File: config.mk
export PLATFORM = sky130hd
export DESIGN_NAME = pbw_bridge
export DESIGN_NICKNAME = d
export VERILOG_FILES = /design/src/common/pbw_pkg.sv /design/src/hw/pbw_sync.sv /design/src/hw/pbw_bridge.sv
export SDC_FILE = /design/constraint.sdc
export NUM_CORES = 1
export LEC_CHECK = 0
export BUFFER_PORTS_ARGS = -buffer_cell sky130_fd_sc_hd__clkbuf_2
export CORE_ASPECT_RATIO = 2
export CORE_MARGIN = 3
export CORE_UTILIZATION = 47
export CTS_CLUSTER_SIZE = 8
export DETAILED_ROUTE_END_ITERATION = 10
export PLACE_DENSITY_LB_ADDON = 0.3
export SLEW_MARGIN = 20
export SYNTH_ARGS = -nofsm -noshare
export SYNTH_HDL_FRONTEND = slang
export SYNTH_HIERARCHICAL = 1
export SYNTH_SLANG_ARGS = --single-unit
File: constraint.sdc
create_clock -name clk_sys -period 1.7 [get_ports clk_sys]
set_clock_uncertainty 0.05 [all_clocks]
set_input_delay 0.34 -clock clk_sys [delete_from_list [all_inputs] [get_ports clk_sys]]
set_output_delay 0.34 -clock clk_sys [all_outputs]
set_load 0.1 [all_outputs]
File: src/common/pbw_pkg.sv
// shared constants and types of the peripheral bus wait bridge
package pbw_pkg;
  localparam int ADDR_W = 16;
  localparam int DATA_W = 8;
  localparam int WAIT_W = 8;

  // peripheral registers that need special wait handling
  localparam logic [ADDR_W-1:0] ADDR_ASYNC_SERIAL0_RX_STATUS = 16'hff20;
  localparam logic [ADDR_W-1:0] ADDR_ASYNC_SERIAL6_RX_STATUS = 16'hff21;
  localparam logic [ADDR_W-1:0] ADDR_TWO_WIRE_SERIAL_STATUS = 16'hff22;
  localparam logic [ADDR_W-1:0] ADDR_CONVERTER_MODE_REG = 16'hff28;

  // wait clocks
  localparam logic [WAIT_W-1:0] FIXED_WAIT = 8'h01;
  localparam logic [WAIT_W-1:0] CONV_WAIT_MIN = 8'h01;
  localparam logic [WAIT_W-1:0] CONV_WAIT_MAX = 8'h05;
  localparam logic [WAIT_W-1:0] WAIT_ZERO = 8'h00;
  localparam logic [WAIT_W-1:0] WAIT_ONE = 8'h01;
  localparam logic [WAIT_W-1:0] WAIT_SAT = 8'hff;
  localparam logic [DATA_W-1:0] DATA_ZERO = 8'h00;

  typedef struct packed {
    logic [ADDR_W-1:0] addr;
    logic we;
    logic [DATA_W-1:0] wdata;
  } pbw_access_t;

  typedef enum logic [1:0] {
    KIND_FIXED,
    KIND_HSK
  } pbw_kind_t;
endpackage

File: src/hw/pbw_sync.sv
// two flip-flop synchroniser for levels and stable words
`timescale 1ns/1ps
`default_nettype none
module pbw_sync #(
  parameter int WIDTH = 1
) (
  // clock and reset
  input wire logic clk_sys,
  input wire logic rstn,
  // data
  input wire logic [WIDTH-1:0] async_in,
  output logic [WIDTH-1:0] sync_out
);
  logic [WIDTH-1:0] meta;

  always_ff @(posedge clk_sys or negedge rstn) begin
    if (!rstn) begin
      meta <= '0;
      sync_out <= '0;
    end else begin
      meta <= async_in;
      sync_out <= meta;
    end
  end
endmodule // pbw_sync
`default_nettype wire

File: src/hw/pbw_bridge.sv
// processor to peripheral bus bridge with wait generation
// Operation
// (RULE_01) separate processor-side and peripheral-side buses; accesses cross between them
// (RULE_02) bus clocks asynchronous; colliding access must never deliver corrupted data
// (RULE_03) conflicting access waits until correct data passed, then completes
// (RULE_04) no next instruction during wait; clock count grows by wait clocks
// (RULE_05) reads of three serial status registers insert exactly one wait clock
// (RULE_06) converter mode register write inserts one to five wait clocks; bridge waits for handshake, flags conv_wait_overrun outside range
// (RULE_07) wait made on processor clock, released after resynchronised peripheral handshake
`timescale 1ns/1ps
`default_nettype none
module pbw_bridge (
  // clock and reset
  input wire logic clk_sys,
  input wire logic rstn,
  // processor side
  input wire logic cpu_req,
  input wire pbw_pkg::pbw_access_t cpu_acc,
  output logic cpu_wait,
  output logic cpu_ready,
  output logic [pbw_pkg::DATA_W-1:0] cpu_rdata,
  output logic [pbw_pkg::WAIT_W-1:0] last_wait,
  output logic conv_wait_overrun,
  // peripheral side handshake
  output logic per_req_tgl,
  output var pbw_pkg::pbw_access_t per_acc,
  input wire logic per_ack_tgl,
  input wire logic [pbw_pkg::DATA_W-1:0] per_rdata,
  // status registers from the peripheral domain
  input wire logic [pbw_pkg::DATA_W-1:0] async_serial0_rx_status,
  input wire logic [pbw_pkg::DATA_W-1:0] async_serial6_rx_status,
  input wire logic [pbw_pkg::DATA_W-1:0] two_wire_serial_status
);
  typedef enum logic [1:0] {
    ST_IDLE,
    ST_FIXED,
    ST_HSK,
    ST_DONE
  } pbw_state_t;

  localparam int SYNC_W = 4 * pbw_pkg::DATA_W + 1;

  pbw_state_t state;
  pbw_pkg::pbw_kind_t kind;
  logic ack_s;
  logic ack_seen;
  logic ack_new;
  logic [pbw_pkg::DATA_W-1:0] rdata_s;
  logic [pbw_pkg::DATA_W-1:0] stat0_s;
  logic [pbw_pkg::DATA_W-1:0] stat6_s;
  logic [pbw_pkg::DATA_W-1:0] stat_tw_s;
  logic [pbw_pkg::WAIT_W-1:0] wait_run;
  logic [pbw_pkg::WAIT_W-1:0] next_wait_run;
  logic conv_access;

  // access class decode
  function automatic pbw_pkg::pbw_kind_t classify(
    input pbw_pkg::pbw_access_t acc
  );
    if (!acc.we && (acc.addr == pbw_pkg::ADDR_ASYNC_SERIAL0_RX_STATUS ||
        acc.addr == pbw_pkg::ADDR_ASYNC_SERIAL6_RX_STATUS ||
        acc.addr == pbw_pkg::ADDR_TWO_WIRE_SERIAL_STATUS)) begin
      classify = pbw_pkg::KIND_FIXED;
    end else begin
      classify = pbw_pkg::KIND_HSK;
    end
  endfunction

  function automatic logic is_conv_write(input pbw_pkg::pbw_access_t acc);
    is_conv_write = acc.we && (acc.addr == pbw_pkg::ADDR_CONVERTER_MODE_REG);
  endfunction

  // resynchronise everything coming from the peripheral clock domain
  pbw_sync #(
    .WIDTH(SYNC_W)
  ) u_sync (
    .clk_sys(clk_sys),
    .rstn(rstn),
    .async_in({per_ack_tgl, per_rdata, async_serial0_rx_status,
               async_serial6_rx_status, two_wire_serial_status}),
    .sync_out({ack_s, rdata_s, stat0_s, stat6_s, stat_tw_s})
  ); // [RULE_02]

  assign kind = classify(cpu_acc);
  assign ack_new = (ack_s != ack_seen); // [RULE_07]

  // wait is held until the access is ready, processor stalls meanwhile
  assign cpu_ready = (state == ST_FIXED) || (state == ST_DONE); // [RULE_03]
  assign cpu_wait = cpu_req && !cpu_ready; // [RULE_04]

  // access sequencing
  always_ff @(posedge clk_sys or negedge rstn) begin
    if (!rstn) begin
      state <= ST_IDLE;
    end else begin
      case (state)
        ST_IDLE: begin
          if (cpu_req && kind == pbw_pkg::KIND_FIXED) begin
            state <= ST_FIXED; // [RULE_05]
          end else if (cpu_req) begin
            state <= ST_HSK; // [RULE_01]
          end
        end
        ST_FIXED: begin
          state <= ST_IDLE;
        end
        ST_HSK: begin
          if (ack_new) begin
            state <= ST_DONE; // [RULE_07]
          end
        end
        ST_DONE: begin
          state <= ST_IDLE;
        end
        default: begin
          state <= ST_IDLE;
        end
      endcase
    end
  end

  // peripheral request toggle and held access
  always_ff @(posedge clk_sys or negedge rstn) begin
    if (!rstn) begin
      per_req_tgl <= 1'b0;
      per_acc <= '0;
    end else if (state == ST_IDLE && cpu_req &&
                 kind == pbw_pkg::KIND_HSK) begin
      per_req_tgl <= !per_req_tgl; // [RULE_01]
      per_acc <= cpu_acc;
    end
  end

  // acknowledge tracking
  always_ff @(posedge clk_sys or negedge rstn) begin
    if (!rstn) begin
      ack_seen <= 1'b0;
    end else if (state == ST_HSK && ack_new) begin
      ack_seen <= ack_s;
    end
  end

  // read data only from resynchronised, settled values
  always_ff @(posedge clk_sys or negedge rstn) begin
    if (!rstn) begin
      cpu_rdata <= pbw_pkg::DATA_ZERO;
    end else if (state == ST_IDLE && cpu_req &&
                 kind == pbw_pkg::KIND_FIXED) begin
      case (cpu_acc.addr)
        pbw_pkg::ADDR_ASYNC_SERIAL0_RX_STATUS: cpu_rdata <= stat0_s;
        pbw_pkg::ADDR_ASYNC_SERIAL6_RX_STATUS: cpu_rdata <= stat6_s;
        default: cpu_rdata <= stat_tw_s;
      endcase // [RULE_05]
    end else if (state == ST_HSK && ack_new && !per_acc.we) begin
      cpu_rdata <= rdata_s; // [RULE_03]
    end
  end

  // wait clock counting of the current access
  always_comb begin
    next_wait_run = wait_run;
    if (cpu_ready) begin
      next_wait_run = pbw_pkg::WAIT_ZERO;
    end else if (cpu_wait && wait_run != pbw_pkg::WAIT_SAT) begin
      next_wait_run = wait_run + pbw_pkg::WAIT_ONE;
    end
  end

  always_ff @(posedge clk_sys or negedge rstn) begin
    if (!rstn) begin
      wait_run <= pbw_pkg::WAIT_ZERO;
    end else begin
      wait_run <= next_wait_run;
    end
  end

  always_ff @(posedge clk_sys or negedge rstn) begin
    if (!rstn) begin
      last_wait <= pbw_pkg::WAIT_ZERO;
    end else if (cpu_ready) begin
      last_wait <= wait_run; // [RULE_04]
    end
  end

  // converter mode write bound check
  always_ff @(posedge clk_sys or negedge rstn) begin
    if (!rstn) begin
      conv_access <= 1'b0;
    end else if (state == ST_IDLE && cpu_req) begin
      conv_access <= is_conv_write(cpu_acc);
    end
  end

  always_ff @(posedge clk_sys or negedge rstn) begin
    if (!rstn) begin
      conv_wait_overrun <= 1'b0;
    end else if (cpu_ready && conv_access) begin
      conv_wait_overrun <= (wait_run > pbw_pkg::CONV_WAIT_MAX) ||
                           (wait_run < pbw_pkg::CONV_WAIT_MIN); // [RULE_06]
    end
  end
endmodule // pbw_bridge
`default_nettype wire

==> results of run 1 <==
==> Yosys cell counts (3+ instances only) <==
library cell	n	area [um2]
nor2_1	9	33.8
inv_1	8	30.0
mux2_2	25	282
dfrtp_1	121	3030
clkbuf_1	6	22.5
ha_1	3	37.5
mux2i_1	25	250
nand3_1	3	15.0
nand2_1	9	33.8
o21ai_0	5	25.0
nand4_1	3	18.8
mux2_4	16	240
nor3_1	3	15.0
==> per-stage QoR <==
stage | total power, W | setup WS, ps | instance area (um2) | hold slack (ps)
after global placement | 0.00954 | -291 | 5320 | 241
after floorplan | 0.00846 | -295 | 4360 | -5.59
after detailed placement | 0.00965 | -326 | 5320 | 244
after CTS | 0.0133 | 2.73 | 6310 | 98.0
final | 0.0133 | 19.6 | 6380 | 120
after global routing | 0.0138 | -62.8 | 6380 | 110
==> registers in the layout, indices dropped and copies added (netlist names) <==
register,flops
per_req_tgl,1
conv_access,1
conv_wait_overrun,1
u_sync/sync_out,33
last_wait,8
wait_run,8
state,2
cpu_rdata,8
u_sync/meta,33
ack_seen,1
per_acc,25
==> kinds of logic after synthesis <==
kind of cell / count (synthesis)
compound gates: 19
xor+xnor: 4
fa+ha+maj: 3
buf+inv: 16
flops: 121
mux: 66
simple gates: 41
==> routing by layer <==
metal,vias up,routed length [um],global-route usage [%]
met2,86,5210,33.9
met3,15,405,5.52
met1,1404,2990,17.6
met4,0,222,9.65
li1,1328,-,-
met5,-,0,0
==> path summary, 6_finish.rpt <==
check | slack [ps] | cells past startpoint | to
worst max-delay path | 20 | 5 | wait_run[5]$_DFFE_PN0P_
worst min-delay path | 120 | 3 | per_acc[11]$_DFFE_PN0P_
min in group asynchronous | 360 | 2 | last_wait[4]$_DFFE_PN0P_
max in group asynchronous | 670 | 3 | u_sync/meta[22]$_DFF_PN0_
worst min register to register | 290 | 0 | u_sync/sync_out[31]$_DFF_PN0_
worst max register to register | 20 | 5 | wait_run[5]$_DFFE_PN0P_
==> worst reg2reg max path, stage by stage (launching register included) <==
cell and delay, ps:
dfrtp_1 380, ha_2 210, nand4_1 180, o21ai_4 280, mux2_4 320, a21o_1 150
==> report_power, final <==
group	internal [W]	total, W	switching [W]
registers	0.00350	0.00384	0.000344
clock network	0.00227	0.00346	0.00120
logic	0.00152	0.00601	0.00448
total	0.00729	0.0133	0.00603
==> area by class of cell <==
| type | instances | area (um2) |
|---|---|---|
| multi-input cells | 133 | 1290 |
| clock buffers | 21 | 470 |
| repair buffers | 180 | 1310 |
| inverters | 8 | 30.0 |
| clock inverters | 10 | 119 |
| flip-flops and latches | 121 | 3030 |
| fillers | 616 | 2630 |
| well taps | 102 | 128 |
==> repair_timing <==
| item | CTS | global route |
|---|---|---|
| pin swaps | 1 | 6 |
| hold buffers | 34 | 0 |
| gates resized for setup | 6 | 11 |
| endpoints found under the hold margin | 58 | 0 |
| setup buffers | 3 | 4 |
| endpoints found under the setup margin | 5 | 13 |
==> results.md, run 1 <==
- Status: finished clean
- Max-slew headroom: 61.4%
- Commonest non-fill, non-tap cell in the layout: dfrtp_1
- Post-Syn Nets: 334
- Synthesized area: 4340 um2
- Routability Congestion: 0.817
- Ys async rst share: 100%
- Leading cell types in the layout, fill and taps excluded: 119 x dfrtp_1, 102 x clkbuf_2, 34 x dlygate4sd3_1
- Core area: 9010 um2
- Io pins: 106
- Post-synthesis adder-cell area fraction: 0.864%
- Final wirelength: 8820 um
- Setup TNS: 0 ps
- FMAX: 595 MHz
- CP Max Fanout: 5
- Crit path launch type: flop
- Share of layout cells above drive strength 1: 49.0%
- Delay of the slowest cell on the worst path: 380 ps
- Max Slew Vio Count: 0
- Worst Path Class, Setup: flop to flop
- Syn_area_per_cell: 16.1 um2
- WP data arrival: 1910 ps
- CP Capture Type: flop
- Max VDD drop: 1.38 mV
- Area grow syn2layout: 46.9%
- Leakage: 3.14 nW
- CP Launch Point: wait_run[1]$_DFFE_PN0P_
- First-pass GRT wire length: 14,200 um
- Wirelength per Cell: 15.3 um
- Sum of buffers and inverters on the critical path: 0
- Largest net degree at the start of global routing: 40
- NumNets Final: 525
- Cells after synthesis: 270
- Total routing usage reported by global routing: 18.5%
- Total gr overflow: 0
- I/O Buffers: 105
- Routed via count: 2,833
- Xor/xnor share of the synthesized area: 0.807%
- Num rows: 49
- Vias per cell: 4.93
- Top delay family on crit path: compound AO/OA/AOI/OAI gates
- Chip height: 142 um
- Hold path start: cpu_acc[11]
- Hold Vio Cnt, Final: 0
- Highest-delay cell along the critical path: dfrtp_1
- Layout Cells excl Fill: 575
- Initial antenna violation count: 0
- Die Area: 10,500 um2
- TritonCTS clock tree: yes
- Synth Flop Type: dfrtp_1
- YS warnings: 6
- Yosys reg bits: 121
- HP Class: input port to flop
- Proportion of synthesized area in mux cells: 17.8%
- Seq/Total Area, Yosys: 69.7%
- Finish-stage setup viols: 0
- Pwr dens: 2090 nW/um2
- Drt pass-1 iters: 4
- Clock sinks: 121
- TritonCTS buffer count: 17
- Root buf cell: clkbuf_16
- Req. time, crit path: 1930 ps
- DRC violations left: 0
- Max-Cap Viols: 0
- Number of nets with antenna violations after routing: 0
- Util after Layout: 70.8%
- Initial Util: 48.2%
- Post-Synth Simple-Gate Area: 5.91%
- # diodes: 0
- Final period util: 98.8%
- Placed cells: 503
- RSZ-0062 raised after global routing: yes
- Distinct cell type count of the synthesized netlist: 41
- Vias in the first global route: 3,064
- Worst-skew pair later-pin latency: 400 ps
- Clk buf depth: 2
- Worst-Margin Slew: 582 ps
- EDFF count, synth: 0
- Die width: 74.0 um
- Iter 0 DRT Violations: 101
- Main combinational cell family by area after synthesis: multiplexers
- Crit-path cells: ha_2, nand4_1, o21ai_4, mux2_4, a21o_1
- Worst-path clk slew: 50 ps
- Reg2reg start: wait_run[1]$_DFFE_PN0P_
- Post-DP HPWL: 6160 um
- Synth Area in Compound Gates: 3.20%
- Period minus WS final: 1680 ps
- H-tree levels: 4
Note: power is estimated with default switching activity, not from simulation.
==> run 2: changes to the inputs <==
--- a/config.mk
+++ b/config.mk
@@ -6,9 +6,11 @@
 export NUM_CORES = 1
 export LEC_CHECK = 0
 export BUFFER_PORTS_ARGS = -buffer_cell sky130_fd_sc_hd__clkbuf_2
+export CELL_PAD_IN_SITES_DETAIL_PLACEMENT = 1
+export CELL_PAD_IN_SITES_GLOBAL_PLACEMENT = 2
 export CORE_ASPECT_RATIO = 2
 export CORE_MARGIN = 3
-export CORE_UTILIZATION = 47
+export CORE_UTILIZATION = 33
 export CTS_CLUSTER_SIZE = 8
 export DETAILED_ROUTE_END_ITERATION = 10
 export PLACE_DENSITY_LB_ADDON = 0.3
@@ -17,3 +19,4 @@
 export SYNTH_HDL_FRONTEND = slang
 export SYNTH_HIERARCHICAL = 1
 export SYNTH_SLANG_ARGS = --single-unit
+export TNS_END_PERCENT = 5
==> results.md, run 2 (synthesis results as in run 1) <==
- RSZ-0062 raised after global routing: yes
- Vias in the first global route: 3,342 (+9.1%)
- Die width: 87.1 um (+18%)
- Highest-delay cell along the critical path: or4_4
- HP Class: input port to flop
- M1 WL: 3510 um (+18%)
- Drt pass-1 iters: 4 (unchanged)
- Post-Place Setup Slack: -327 ps (-0.823 ps)
- Highest routed layer: met4
- Req. time, crit path: 1930 ps (about the same)
- # diodes: 0 (unchanged)
- Period minus WS final: 1670 ps (-8.20 ps)
- Reg2reg path depth: 4 (-1)
- Status: finished clean
- Routed via count: 2,873 (+1.4%)
- Die Area: 14,700 um2 (+40%)
- Largest regs: u_sync/meta: 33 flops, u_sync/sync_out: 33 flops, per_acc: 25 flops
- First-pass GRT wire length: 17,300 um (+21%)
- Clk buf depth: 2 (unchanged)
- Routability Congestion: 0.724 (-11%)
- Commonest non-fill, non-tap cell in the layout: dfrtp_1
- Wirelength per Cell: 16.9 um (+10%)
- Filler Cell Count: 1,276 (+110%)
- Worst Path Class, Setup: flop to flop
- Worst-Margin Slew: 576 ps (-5.88 ps)
- Total routing usage reported by global routing: 15.8% (-2.7 points)
- NumNets Final: 521 (-0.76%)
- Clock sinks: 121 (unchanged)
- Delay of the slowest cell on the worst path: 550 ps (+170 ps)
- Min Hold Slack: 105 ps (-14.8 ps)
- TritonCTS buffer count: 17 (unchanged)
- Max VDD drop: 1.74 mV (+26%)
- Setup slack after layout: 27.8 ps (+8.20 ps)
- Largest net degree at the start of global routing: 38 (-5.0%)
- Met3 wire len: 406 um (+0.25%)
- Hold path depth: 2 (-1)
- Root buf cell: clkbuf_16
- Post-CTS setup buffer count: 0 (-3)
- Max-slew headroom: 61.8% (+0.39 points)
- Final wirelength: 10,500 um (+19%)
- WP data arrival: 1900 ps (about the same)
- CP Capture Type: flop
- Leading cell types in the layout, fill and taps excluded: 120 x dfrtp_1, 96 x clkbuf_2, 36 x buf_4
- Share of layout cells above drive strength 1: 49.1% (+0.10 points)
- Initial Util: 34.2% (-14 points)
- Num rows: 58 (+18%)
- Core area: 12,700 um2 (+41%)
- Initial antenna violation count: 0 (unchanged)
- DRC violations left: 0 (unchanged)
- Area grow syn2layout: 47.3%
- Leakage: 3.13 nW (-0.57%)
- Iter 0 DRT Violations: 72 (-29%)
- Crit path launch type: flop
- Max-Cap Viols: 0 (unchanged)
- Hold Vio Cnt, Final: 0 (unchanged)
- Pwr dens: 2100 nW/um2 (+0.76%)
- Wire length on met2: 6390 um (+23%)
- Final Instance Area: 6400 um2 (+0.25%)
- Worst-path clk slew: 60 ps (about the same)
- I/O Buffers: 105 (unchanged)
- H-tree levels: 4 (unchanged)
- Total power: 0.0135 W (+1.0%)
- Final period util: 98.4% (-0.48 points)
- CP Max Fanout: 2 (-3)
- Chip height: 168 um (+19%)
- Crit-path cells: or4_4, a2111oi_4, buf_4, a31oi_1
- FMAX: 598 MHz (+0.49%)
- Vias per cell: 4.63 (-5.9%)
- TritonCTS clock tree: yes
- Max Slew Vio Count: 0 (unchanged)
- Number of nets with antenna violations after routing: 0 (unchanged)
- Top delay family on crit path: simple AND/OR/NAND/NOR gates
- Worst-skew pair later-pin latency: 410 ps (about the same)
- Finish-stage setup viols: 0 (unchanged)
- Total gr overflow: 0 (unchanged)
- Sum of buffers and inverters on the critical path: 1 (+1)
- Io pins: 106 (unchanged)
- Util after Layout: 50.4% (-20 points)
- WP depth: 4 (-1)
- Placed instance area: 5400 um2 (+1.4%)
- Post-DP HPWL: 7100 um (+15%)
## run 2: metrics by stage
stage / setup TNS, ps / cells
after CTS: -23.6 / 620
after floorplan: -8010 / 270
after detailed placement: -10240 / 554
after global routing: -284 / 620
after global placement: -10260 / 554
final: 0 / 620
## run 2: final cells by class
type / count / area [um2] / area share (%)
inverters: 8 / 30.0 / 0.469
multi-input cells: 133 / 1300 / 20.3
repair buffers: 176 / 1260 / 19.7
well taps: 150 / 188 / 2.93
clock buffers: 18 / 439 / 6.86
clock inverters: 14 / 150 / 2.35
flip-flops and latches: 121 / 3030 / 47.3
## run 2: per-layer routing
metal,up-vias,track usage [%]
met5,-,0
met2,62,29.5
met3,13,4.21
met1,1478,15.7
li1,1320,-
met4,0,7.01
## run 2: final timing paths
kind / start / to / slack [ps]
setup / recovery: wait_run[5]$_DFFE_PN0P_ / conv_wait_overrun$_DFFE_PN0P_ / 30
hold / removal: cpu_acc[6] / per_acc[6]$_DFFE_PN0P_ / 110
setup reg to reg: wait_run[5]$_DFFE_PN0P_ / conv_wait_overrun$_DFFE_PN0P_ / 30
hold reg to reg: u_sync/meta[8]$_DFF_PN0_ / u_sync/sync_out[8]$_DFF_PN0_ / 300
max in group asynchronous: rstn / per_acc[19]$_DFFE_PN0P_ / 680
min in group asynchronous: rstn / per_acc[6]$_DFFE_PN0P_ / 340
## run 2: what timing repair did
item	CTS	global route
pin swaps	1	0
gates resized for setup	6	11
hold buffers	34	0
setup endpoints to repair	11	20
hold endpoints to repair	52	0
## run 2: report_power, final
| group | total (W) | internal, W | leakage [nW] | switching, W |
|---|---|---|---|---|
| Combinational | 0.00602 | 0.00148 | 1.38 | 0.00454 |
| Clock | 0.00359 | 0.00212 | 0.294 | 0.00147 |
| Sequential | 0.00385 | 0.00350 | 1.45 | 0.000351 |
| Total | 0.0135 | 0.00709 | 3.13 | 0.00636 |
